===== src/scm_params.svh =====
`ifndef SCM_PARAMS_SVH
`define SCM_PARAMS_SVH
// What this block does
// every power-up starts in command mode and needs a fresh configuration load
// user i/o stays released, high impedance, through power-up and configuration
// after loading, initialization resets user registers, enables i/o, then starts logic; the code enables i/o in the same cycle user mode starts
// configuration plus initialization is command mode; user mode only after initialization
// reconfig pin forces command mode; new data loads, reinitializes, user mode resumes
// whole reconfiguration cycle finishes in under 100 ms
// data arrives by configuration memory, passive serial, or passive serial async scheme
// chained devices link enable-out of one to enable-in of the next
// the memory or controller may start configuration at power-up unaided
// enable-out stays inactive until this device's own load completes
// ============================================================
// configuration image and timing
`define SCM_CFG_BITS 16'h0100
`define SCM_INIT_CYCLES 8'h10
`define SCM_RECFG_LIMIT_MS 100
`define SCM_CLK_MHZ 125
`define SCM_RECFG_LIMIT_CYC (`SCM_RECFG_LIMIT_MS * 1000 * `SCM_CLK_MHZ)
`define SCM_IO_WIDTH 8
`endif


===== src/scm_pkg.sv =====
package scm_pkg;
  // scheme select encodings
  typedef enum logic [1:0] {
    SCM_SCHEME_MEMORY,
    SCM_SCHEME_PASSIVE,
    SCM_SCHEME_PASSIVE_ASYNC,
    SCM_SCHEME_RSVD
  } scm_scheme_t;
endpackage : scm_pkg


===== src/scm_config_ctrl.sv =====
`timescale 1ns/100ps
`include "scm_params.svh"
module scm_config_ctrl #(
  parameter logic [27:0] RECFG_LIMIT = 28'(`SCM_RECFG_LIMIT_CYC)
) (
  input wire logic clk,
  input wire logic rst_b,
  input wire logic config_enable_in_n,
  input wire logic in_circuit_reconfig_n,
  input wire logic [1:0] scheme_sel,
  input wire logic cfg_clk,
  input wire logic cfg_data,
  input wire logic cfg_data_valid,
  output logic cfg_data_ready,
  output logic config_enable_out_n,
  output logic user_mode,
  output logic user_reset_b,
  output logic io_oe_b,
  output logic [7:0] cfg_word,
  output logic cfg_word_valid,
  input wire logic cfg_word_ready,
  output logic config_done,
  output logic recfg_timeout
);

  // ============================================================
  // input synchronisers
  logic [1:0] ce_s, recfg_s, cclk_s, cdat_s, cval_s;
  logic [1:0] sch_s0, sch_s1;
  always_ff @(posedge clk or negedge rst_b) begin
    if (!rst_b) begin
      ce_s <= 2'h3;
      recfg_s <= 2'h3;
      cclk_s <= 2'h0;
      cdat_s <= 2'h0;
      cval_s <= 2'h0;
      sch_s0 <= 2'h0;
      sch_s1 <= 2'h0;
    end else begin
      ce_s <= {ce_s[0], config_enable_in_n};
      recfg_s <= {recfg_s[0], in_circuit_reconfig_n};
      cclk_s <= {cclk_s[0], cfg_clk};
      cdat_s <= {cdat_s[0], cfg_data};
      cval_s <= {cval_s[0], cfg_data_valid};
      sch_s0 <= scheme_sel;
      sch_s1 <= sch_s0;
    end
  end
  logic cclk_d;
  always_ff @(posedge clk or negedge rst_b) begin
    if (!rst_b) begin
      cclk_d <= 1'h0;
    end else begin
      cclk_d <= cclk_s[1];
    end
  end

  // ============================================================
  // bit strobe per scheme: clocked schemes use the rising edge, async uses valid
  logic bit_stb;
  always_comb begin
    case (scm_pkg::scm_scheme_t'(sch_s1))
      scm_pkg::SCM_SCHEME_MEMORY: bit_stb = cclk_s[1] & ~cclk_d;
      scm_pkg::SCM_SCHEME_PASSIVE: bit_stb = cclk_s[1] & ~cclk_d;
      scm_pkg::SCM_SCHEME_PASSIVE_ASYNC: bit_stb = cval_s[1];
      default: bit_stb = 1'h0;
    endcase
  end

  // ============================================================
  // mode machine
  typedef enum logic [2:0] {SCM_ST_WAIT, SCM_ST_LOAD, SCM_ST_INIT, SCM_ST_USER} scm_state_t;
  scm_state_t state, next_state;
  logic [15:0] bit_cnt;
  logic [7:0] init_cnt;
  logic [2:0] sh_cnt;
  logic [7:0] sh;
  logic buf_full;
  logic take;
  logic recfg_req;
  assign recfg_req = ~recfg_s[1];
  // a byte-completing bit is only taken while the buffer has room, so a stalled receiver loses nothing
  assign take = (state == SCM_ST_LOAD) & bit_stb & ~(buf_full & sh_cnt == 3'h7);

  always_comb begin
    next_state = state;
    case (state)
      SCM_ST_WAIT: if (!ce_s[1] && !recfg_req) next_state = SCM_ST_LOAD;
      SCM_ST_LOAD: if (take && bit_cnt == `SCM_CFG_BITS - 16'h1) next_state = SCM_ST_INIT;
      SCM_ST_INIT: if (init_cnt == `SCM_INIT_CYCLES - 8'h1) next_state = SCM_ST_USER;
      SCM_ST_USER: next_state = SCM_ST_USER;
      default: next_state = SCM_ST_WAIT;
    endcase
    if (recfg_req) next_state = SCM_ST_WAIT;
  end

  // power-up always lands in command mode with nothing loaded
  always_ff @(posedge clk or negedge rst_b) begin
    if (!rst_b) begin
      state <= SCM_ST_WAIT;
    end else begin
      state <= next_state;
    end
  end

  // bit and init counters
  always_ff @(posedge clk or negedge rst_b) begin
    if (!rst_b) begin
      bit_cnt <= 16'h0;
      init_cnt <= 8'h0;
    end else begin
      bit_cnt <= (state != SCM_ST_LOAD) ? 16'h0 : (take ? bit_cnt + 16'h1 : bit_cnt);
      init_cnt <= (state == SCM_ST_INIT) ? init_cnt + 8'h1 : 8'h0;
    end
  end

  // ============================================================
  // deserialiser into a two-entry buffer
  logic [7:0] buf_d [2];
  logic [1:0] buf_n;
  logic wr_ptr, rd_ptr;
  logic push, pop;
  assign buf_full = (buf_n == 2'h2);
  assign push = take & (sh_cnt == 3'h7);
  assign pop = cfg_word_valid & cfg_word_ready;
  logic [7:0] sh_next;
  assign sh_next = {sh[6:0], cdat_s[1]}; // byte as it stands once the current bit is in
  always_ff @(posedge clk or negedge rst_b) begin
    if (!rst_b) begin
      sh <= 8'h0;
      sh_cnt <= 3'h0;
    end else if (state != SCM_ST_LOAD) begin
      sh_cnt <= 3'h0;
    end else if (take) begin
      sh <= {sh[6:0], cdat_s[1]};
      sh_cnt <= sh_cnt + 3'h1;
    end
  end
  always_ff @(posedge clk or negedge rst_b) begin
    if (!rst_b) begin
      buf_d[0] <= 8'h0;
      buf_d[1] <= 8'h0;
      buf_n <= 2'h0;
      wr_ptr <= 1'h0;
      rd_ptr <= 1'h0;
    end else begin
      if (push) begin
        buf_d[wr_ptr] <= sh_next;
        wr_ptr <= ~wr_ptr;
      end
      if (pop) rd_ptr <= ~rd_ptr;
      buf_n <= buf_n + {1'h0, push} - {1'h0, pop};
    end
  end
  // registered view of the buffer head
  always_ff @(posedge clk or negedge rst_b) begin
    if (!rst_b) begin
      cfg_word <= 8'h0;
      cfg_word_valid <= 1'h0;
      cfg_data_ready <= 1'h0;
    end else begin
      // a byte pushed this cycle into the slot that becomes the head is not in the array yet,
      // so it is taken straight from the shifter rather than showing a stale word
      if (push && (wr_ptr == (rd_ptr ^ pop))) cfg_word <= sh_next;
      else cfg_word <= buf_d[rd_ptr ^ pop];
      cfg_word_valid <= (buf_n + {1'h0, push} - {1'h0, pop}) != 2'h0;
      cfg_data_ready <= (next_state == SCM_ST_LOAD) & (buf_n < 2'h2);
    end
  end

  // ============================================================
  // mode outputs: i/o released until user mode, registers held in init
  always_ff @(posedge clk or negedge rst_b) begin
    if (!rst_b) begin
      io_oe_b <= 1'h1;
      user_mode <= 1'h0;
      user_reset_b <= 1'h0;
      config_done <= 1'h0;
      config_enable_out_n <= 1'h1;
    end else begin
      io_oe_b <= (next_state != SCM_ST_USER);
      user_mode <= (next_state == SCM_ST_USER);
      user_reset_b <= (next_state == SCM_ST_USER);
      config_done <= (next_state == SCM_ST_INIT) | (next_state == SCM_ST_USER);
      config_enable_out_n <= ~((next_state == SCM_ST_INIT) | (next_state == SCM_ST_USER));
    end
  end

  // ============================================================
  // reconfiguration watchdog: counts from forced command mode to user mode
  logic [27:0] rc_cnt;
  logic rc_run;
  always_ff @(posedge clk or negedge rst_b) begin
    if (!rst_b) begin
      rc_cnt <= 28'h0;
      rc_run <= 1'h0;
      recfg_timeout <= 1'h0;
    end else begin
      if (recfg_req) begin
        rc_run <= 1'h1;
        rc_cnt <= 28'h0;
        recfg_timeout <= 1'h0;
      end else if (rc_run) begin
        if (state == SCM_ST_USER) rc_run <= 1'h0;
        else if (rc_cnt >= RECFG_LIMIT - 28'h1) recfg_timeout <= 1'h1;
        else rc_cnt <= rc_cnt + 28'h1;
      end
    end
  end
endmodule : scm_config_ctrl


===== config.mk =====
export PLATFORM = sky130hd
export DESIGN_NAME = scm_config_ctrl
export DESIGN_NICKNAME = d
export VERILOG_FILES = /design/src/scm_pkg.sv /design/src/scm_config_ctrl.sv
export VERILOG_INCLUDE_DIRS = /design/src /design/src/src
export SDC_FILE = /design/constraint.sdc
export NUM_CORES = 1
export LEC_CHECK = 0
export ABC_CLOCK_PERIOD_IN_PS = 6100
export BUFFER_PORTS_ARGS = -buffer_cell sky130_fd_sc_hd__buf_2
export CELL_PAD_IN_SITES_DETAIL_PLACEMENT = 1
export CELL_PAD_IN_SITES_GLOBAL_PLACEMENT = 1
export CORE_UTILIZATION = 55
export CTS_BUF_LIST = sky130_fd_sc_hd__clkbuf_4
export DETAILED_ROUTE_END_ITERATION = 8
export PLACE_DENSITY_LB_ADDON = 0.15
export SYNTH_ARGS = -nofsm -noshare
export SYNTH_HDL_FRONTEND = slang
export SYNTH_SLANG_ARGS = --single-unit

===== constraint.sdc =====
create_clock -name clk -period 6.1 [get_ports clk]
set_input_delay 1.22 -clock clk [delete_from_list [all_inputs] [get_ports clk]]
set_output_delay 1.22 -clock clk [all_outputs]
set_load 0.01 [all_outputs]

## Word-level counts from Yosys, hierarchy flattened

Index checks and enable logic that the tools add are counted.

- Add/sub/neg operators: 6
- $lt $le $gt $ge: 5
- Eq/ne operators: 19
- Multiplexer cells: 29
- Bitwise gates (word level): 17
- Reduce and logical (&&, ||, !) cells: 13

Operator list:

| kind | number |
|---|---|
| 28-bit two-way mux | 4 |
| 8-bit two-way mux | 6 |
| 16-bit two-way mux | 2 |
| 28-bit by 1-bit adder with 28-bit output, second input constant | 1 |
| 28-bit by 24-bit >= comparator with 1-bit output, second input constant | 1 |
| 3-bit two-way mux | 6 |
| 16-bit by 1-bit adder with 16-bit output, second input constant | 1 |
| 16-bit bitwise mux | 1 |
| 16-bit by 8-bit == test with 1-bit output, second input constant | 1 |
| 3-bit by 2-bit == test with 1-bit output, second input constant | 4 |
| 3-bit case mux with 4 select lines | 1 |
| 8-bit by 1-bit adder with 8-bit output, second input constant | 1 |
| 8-bit demux with 1-bit select | 1 |
| 8-bit by 4-bit == test with 1-bit output, second input constant | 1 |
| 1-bit bitwise AND | 7 |
| 1-bit two-way mux | 7 |
| 3-bit by 1-bit == test with 1-bit output, second input constant | 2 |
| 1-bit NOT | 6 |
| 3-bit AND reduction | 2 |
| 2-bit == test, second input constant | 2 |
| 2-bit >= comparator, second input constant | 2 |
| 1-bit logical AND | 4 |
| 2-bit by 1-bit inequality test with 1-bit output, second input constant | 2 |
| 2-bit inequality test, second input constant | 2 |
| other kinds (20) | 22 |

- Register bits after elaboration: 116
- Bits of input ports: 10
- Word-level logic and storage cells: 117

## Longest topological paths before layout

Gate-level depths: netlist of the first run.

- Word-level depth: 12
- Depth in mapped cells: 11
- Gate-level depth less buffers: 11

## Least setup slack after synthesis of the first run

Ideal clock, no wire load.

- Kind: in2reg
- From: input cfg_word_ready
- To: register cfg_word[0]
- Setup time: 125 ps
- Data arrival time: 2436 ps
- Path slack: 3539 ps
- Stages on the path: 5
- Buffers on the path: 0
- Path through: nand2_1 xor2_2 xor2_1 nand3_1 mux2_2

- Cells in the longest elaborated chain, start to end: 7
- Elaborated cells between the ends (all ways): 9
- Classes of those cells: eq/ne (1); mux (4); bitwise (3); reduce/logical (1)

RTL lines:

| element | line | text |
|---|---|---|
| start, declared | scm_config_ctrl.sv:21 | `input wire logic cfg_word_ready,` |
| 1-bit bitwise AND (*) | scm_config_ctrl.sv:125 | `assign pop = cfg_word_valid & cfg_word_ready;` |
| 1-bit XOR (*) | scm_config_ctrl.sv:164, scm_config_ctrl.sv:165 |  |
| 1-bit NOT with 2-bit output (implied by the code) | scm_config_ctrl.sv:165 | `else cfg_word <= buf_d[rd_ptr ^ pop];` |
| 8-bit two-way mux (implied by the code) (3 in a row) | scm_config_ctrl.sv:165 |  |
| 8-bit two-way mux (*) | scm_config_ctrl.sv:164 | `if (push && (wr_ptr == (rd_ptr ^ pop))) cfg_word <= sh_next;` |
| end signal, assigned | scm_config_ctrl.sv:164 |  |
| end signal, assigned | scm_config_ctrl.sv:165 |  |
| end, declared | scm_config_ctrl.sv:19 | `output logic [7:0] cfg_word,` |

Mark *: on every way between the ends. The rest lies on a longest branch, timed or not. The select of a mux whose other input is x is not followed.
A chain may end at the register's enable or synchronous reset.

## Final worst setup path of the first run

- From: register sh_cnt[0]
- To: register cfg_word_valid

- Cells in the longest elaborated chain, start to end: 8

RTL lines:

| element | line | text |
|---|---|---|
| start, declared | scm_config_ctrl.sv:76 | `logic [2:0] sh_cnt;` |
| start signal, assigned | scm_config_ctrl.sv:136 | `sh_cnt <= sh_cnt + 3'h1;` |
| 3-bit == test (*) | scm_config_ctrl.sv:83, scm_config_ctrl.sv:124 |  |
| 1-bit bitwise AND | scm_config_ctrl.sv:83 | `assign take = (state == SCM_ST_LOAD) & bit_stb & ~(buf_full & sh_cnt == 3'h7);` |
| 1-bit NOT | scm_config_ctrl.sv:83 |  |
| 1-bit bitwise AND | scm_config_ctrl.sv:83 |  |
| 1-bit bitwise AND (*) | scm_config_ctrl.sv:124 | `assign push = take & (sh_cnt == 3'h7);` |
| 2-bit by 1-bit adder with 2-bit output (*) | scm_config_ctrl.sv:166 | `cfg_word_valid <= (buf_n + {1'h0, push} - {1'h0, pop}) != 2'h0;` |
| 2-bit by 1-bit subtractor with 2-bit output (*) | scm_config_ctrl.sv:166 |  |
| 2-bit nonzero test (*) | scm_config_ctrl.sv:166 |  |
| end signal, assigned | scm_config_ctrl.sv:159 | `cfg_word_valid <= 1'h0;` |
| end signal, assigned | scm_config_ctrl.sv:166 |  |
| end, declared | scm_config_ctrl.sv:20 | `output logic cfg_word_valid,` |

Mark *: on every way between the ends. The rest lies on a longest branch, timed or not.

==> results of run 1 <==
cell usage in the layout, fill, tap and decap left out, types with 13 or more instances in the layout:
| master | n |
|---|---|
| nand2_1 | 64 |
| inv_1 | 14 |
| mux2i_1 | 15 |
| dfrtp_1 | 110 |
| nand4_1 | 13 |
| nor2_1 | 28 |
| nand2b_1 | 13 |
| clkbuf_4 | 20 |
| nand3_1 | 25 |
| mux2_2 | 32 |
| buf_2 | 24 |
registers in the layout (all words and copies together), names as in the netlist, 3 cells and up:
name	count
bit_cnt	16
buf_d	16
sh	7
state	3
sh_cnt	3
rc_cnt	28
cfg_word	8
init_cnt	8
logic make-up (layout without fill, tap and decap cells):
logic type / count (synthesis) / count (layout)
compound gates: 37 / 37
xor+xnor: 24 / 24
fa+ha+maj: 7 / 7
buf+inv: 26 / 71
flops: 116 / 116
mux: 47 / 47
other cells: 1 / 1
simple gates: 198 / 198
per-layer routing:
layer | GRT usage [%] | vias to the layer above | wire length (um)
met5 | 0 | - | 0
met4 | 11.7 | 0 | 260
met3 | 6.03 | 25 | 375
met2 | 48.4 | 60 | 6300
met1 | 32.0 | 1843 | 4730
li1 | - | 1674 | -
worst paths after layout:
path | start | to | slack (ns) | cells past startpoint
min in group asynchronous | rst_b | rc_cnt[8] | 0.80 | 1
worst max-delay path | sh_cnt[0] | cfg_word_valid | 3.14 | 11
max in group asynchronous | rst_b | rc_cnt[1] | 4.17 | 2
worst min register to register | recfg_s[0] | recfg_s[1] | 0.36 | 0
worst max register to register | sh_cnt[0] | cfg_word_valid | 3.14 | 11
worst min-delay path | recfg_s[0] | recfg_s[1] | 0.36 | 0
stage by stage:
step	total power, mW	util, %	worst slack [ns]	area (um^2)	hold slack (ns)
CTS	1.56	63.7	3.11	5670	0.361
global route	1.60	63.7	2.96	5670	0.363
detailed placement	0.940	60.2	2.98	5360	0.336
finish	1.54	63.7	3.14	5670	0.360
floorplan	0.891	-	3.54	5150	0.331
global placement	0.930	60.2	3.10	5360	0.332
worst max-delay path: stages (launching register included):
cell and delay [ns]:
dfrtp_1 0.42, ha_1 0.22, ha_1 0.24, nand2_1 0.14, o221a_2 0.54, nand2_1 0.21, ha_1 0.33, inv_1 0.04
ha_1 0.17, xnor2_1 0.13, xnor2_1 0.14, or2_2 0.27
report_power, final:
group / leakage, nW / switching, mW / internal (mW)
Combinational: 1.05 / 0.0630 / 0.0426
Sequential: 1.55 / 0.0224 / 0.792
Clock: 0.160 / 0.285 / 0.332
area by class of cell:
cell class	count	area share [%]
timing repair buffer	26	2.38
sequential	116	51.4
clock buffer	20	2.65
clock inverter	11	2.83
inverter	14	0.927
tap	108	2.38
multi-input combinational	314	37.5
==> out/qor.csv, run 1 <==
metric,value,unit
status,"finished, final reports clean",
netlist.area_leader.share,53.5,%
synthCells,456,
power_per_cell_area,271,mW/mm^2
synth-adder-area-share,1.70,%
stdcell_count,609,
drt_first_pass_iters,6,
gr-total-overflow,0,
drv_slew,0,
required,6.51,ns
drive_gt1_share,21.2,%
path_clk_slew,0.10,ns
cts_resized,0,
area_delta_synth_final,10.1,%
antenna_left,0,
synth_top_family_by_area,simple AND/OR/NAND/NOR gates,
multi_input_area,0.00212,mm^2
cts_max_path_buffers,2,
die_width,98.7,um
drt_iter0_drc,82,
setup_violations,0,
grt_pass1_wl,20200,um
core,0.00889,mm^2
yosysWarningCount,0,
place_congestion,0.762,
synth_common_cells,"dfrtp_1 (110), nand2_1 (64), mux2_2 (32), nor2_1 (28), nand3_1 (25)",
ctsHoldBuffers,0,
synth-simple-area-share,20.4,%
antenna_found_initial,0,
dp_cells,578,
io_buffers,25,
die_y,98.7,um
filler_cell_count,952,
tritoncts,yes,
synth.distinct_cells,52,
synth_compound_area_share,4.91,%
wl_per_cell,19.2,um
yosysSeqAreaShare,56.5,%
floorplan.initialDensity,57.9,%
fmax,337,MHz
rsz0062_at_grt,false,
cts_root_buf,clkbuf_4,
arrival,3.38,ns
p_leak,2.77,nW
hold_viol,0,
cap_viol_max_count,0,
yosys_register_bits,116,
synthMuxAreaShare,9.92,%
fin_tns_setup,0,ns
dp_hpwl,7850,um
dieArea,0.00975,mm^2
grt_max_degree,69,
yosys-top-cells-area,"dfrtp_1 (53%), mux2_2 (7.0%), nand2_1 (4.7%)",
vias,3602,
rows,34,
period_share,48.6,%
cp_max_fo,21,
synthFlopType,dfrtp_1,
grt_usage,27.3,%
worstMarginPinSlew,1.00,ns
drc,0,
crit_type,reg -> reg,
viasPerCell,5.91,
n_antenna_cell,0,
end_kind,register,
finalWirelength,11700,um
h-tree-depth,4,
synth.most_common_cell,dfrtp_1,
start_kind,register,
cts_buffers,17,
nets,506,
holdCritPathClass,reg -> reg,
slew_headroom,33.1,%
synth-xor-area-share,4.23,%
synth.avg_cell_area,11.3,um^2
synth-edff-count,0,
post_cts.repair.setup_buffers,0,
synth_area,0.00515,mm^2
regArea,0.00291,mm^2
synth_nets,473,
vdd_drop_max,205,uV
fin_crit,2.96,ns
synth_top_cell_by_area,dfrtp_1,
clock_latency,0.53,ns
fin_worst_skew,0.0127,ns
numClockSinks,116,
grt_pass1_vias,4036,
ys_async_sr_fraction,100,%
io_pins,26,
Power figures use the tool's default switching activity.
==> run 2, diff against run 1 <==
Settings changed: ABC_CLOCK_PERIOD_IN_PS 6100 to 2800, CORE_UTILIZATION 55 to 51.
Clock period 6.1 ns to 2.8 ns, I/O delays scaled along.
==> run 2 against run 1 <==
Final area increased by 1.1%. Total power up 110%. Count of clock-buffer cells in the layout down 1. Largest cell class unchanged. Via count decreased by 2.2%. Worst setup slack got worse by 2.8 ns. Final cell count rose by 5.7%. Clock power increased by 86%. Global-route usage fell by 4.4 points.
==> out/qor.csv, run 2 (synthesis results as in run 1) <==
metric,value,unit
status,"finished, final reports clean",
cap_viol_max_count,0,
fin_worst_skew,0.0165,ns
grt_pass1_vias,3661,
layout_common_cells,"dfrtp_1 (110), nand2_1 (64), mux2_2 (32)",
nets,515,
arrival,2.91,ns
numClockSinks,116,
drt_first_pass_iters,4,
viasPerCell,5.47,
start_kind,register,
wl_per_cell,16.3,um
drt_iter0_drc,103,
r2r_setup_slack,0.31,ns
die_width,102,um
cts_resized,0,
regArea,0.00291,mm^2
end_kind,register,
worstMarginPinSlew,0.736,ns
crit_type,reg -> reg,
h-tree-depth,4,
grt_max_degree,53,
path_clk_slew,0.10,ns
hold_end,ce_s[0],
die_y,102,um
holdCritStartpoint,config_enable_in_n,
io_buffers,25,
grt_pass1_wl,18000,um
fin_crit,2.49,ns
cp_max_fo,4,
holdCritPathClass,in -> reg,
top_regs,"rc_cnt: 28 flops, bit_cnt: 16 flops, buf_d: 16 flops",
drc,0,
ff2ff_path_depth,11,
place_congestion,0.781,
slew_headroom,50.5,%
hold_viol,0,
n_antenna_cell,0,
cts_buffers,17,
gr-total-overflow,0,
floorplan.initialDensity,52.7,%
period_share,88.9,%
antenna_left,0,
power_per_cell_area,554,mW/mm^2
cts_root_buf,clkbuf_4,
rsz0062_at_grt,false,
setup_violations,0,
finalWirelength,10500,um
largest_reg_flops,28,
dp_hpwl,7180,um
r2r-end,cfg_word_valid,
holdPathStages,1,
antenna_found_initial,0,
fin_tns_setup,0,ns
dieArea,0.0105,mm^2
grt_usage,22.9,%
ctsHoldBuffers,1,
layout_commonest_cell,dfrtp_1,
multi_input_area,0.00212,mm^2
fmax,402,MHz
tritoncts,yes,
finalInstanceArea,0.00573,mm^2
r2r_start,sh_cnt[0],
cts_max_path_buffers,2,
io_pins,26,
vias,3522,
filler_cell_count,1079,
vdd_drop_max,519,uV
core,0.00977,mm^2
rows,36,
post_cts.repair.setup_buffers,0,
p_leak,2.80,nW
dpl_cell_area,0.00546,mm^2
clock_latency,0.53,ns
required,3.22,ns
area_delta_synth_final,11.3,%
drive_gt1_share,22.3,%
drv_slew,0,
regMostFlops,rc_cnt,
[run 2: cell types whose count changed in the layout (fill, tap and decap cells not counted), sizes merged]
cell	before	now
clkinv	4	9
dlygate4sd3	0	1
buf	26	34
clkbuf	20	19
bufinv	4	2
clkinvlp	3	2
[run 2: final cells by class]
| class | instances | area share (%) |
|---|---|---|
| multi-input cells | 314 | 37.1 |
| clock inverters | 13 | 2.03 |
| inverters | 14 | 0.917 |
| flip-flops and latches | 116 | 50.8 |
| clock buffers | 19 | 2.49 |
| repair buffers | 35 | 3.80 |
| well taps | 133 | 2.90 |
[run 2: how the worst max path moves through the flow]
stage	startpoint	endpoint	slack, ns	cells past startpoint
2_1_floorplan	sh_cnt[0]	cfg_word_valid	0.48	11
3_3_place_gp	sh_cnt[0]	cfg_word_valid	0.43	11
3_5_place_dp	sh_cnt[0]	cfg_word_valid	0.30	11
4_1_cts	sh_cnt[0]	cfg_word_valid	0.29	11
5_1_grt	sh_cnt[0]	cfg_word_valid	0.15	11
6_report	sh_cnt[0]	cfg_word_valid	0.31	11
[run 2: where the power goes]
| part | switching (mW) | total [mW] | internal (mW) |
|---|---|---|---|
| clock network | 0.622 | 1.15 | 0.529 |
| registers | 0.0400 | 1.77 | 1.73 |
| logic | 0.150 | 0.260 | 0.110 |
[run 2: per-layer routing]
layer / up-vias / part of all wire (%) / track usage [%]
li1: 1676 / - / -
met1: 1786 / 46 / 29.2
met2: 45 / 50 / 37.1
met3: 15 / 2.8 / 6.84
met4: 0 / 1.6 / 8.24
met5: - / 0 / 0
[run 2: critical path: stages (launching register included)]
cell	delay [ns]
dfrtp_1	0.41
ha_1	0.21
ha_1	0.23
nand2_1	0.12
o221a_2	0.20
nand2_1	0.11
ha_1	0.30
inv_1	0.04
ha_1	0.19
xnor2_1	0.20
xnor2_1	0.10
or2_2	0.27
[run 2: through the flow]
stage               cells  hold WS (ns)  util, %  setup WS (ns)  power [mW]
floorplan             456         0.264        -          0.478        1.94
global placement      611         0.335     55.9          0.426        2.05
detailed placement    611         0.336     55.9          0.303        2.07
CTS                   644        0.0718     58.6          0.286        3.24
global route          644        0.0778     58.6          0.154        3.34
finish                644         0.132     58.6          0.310        3.18
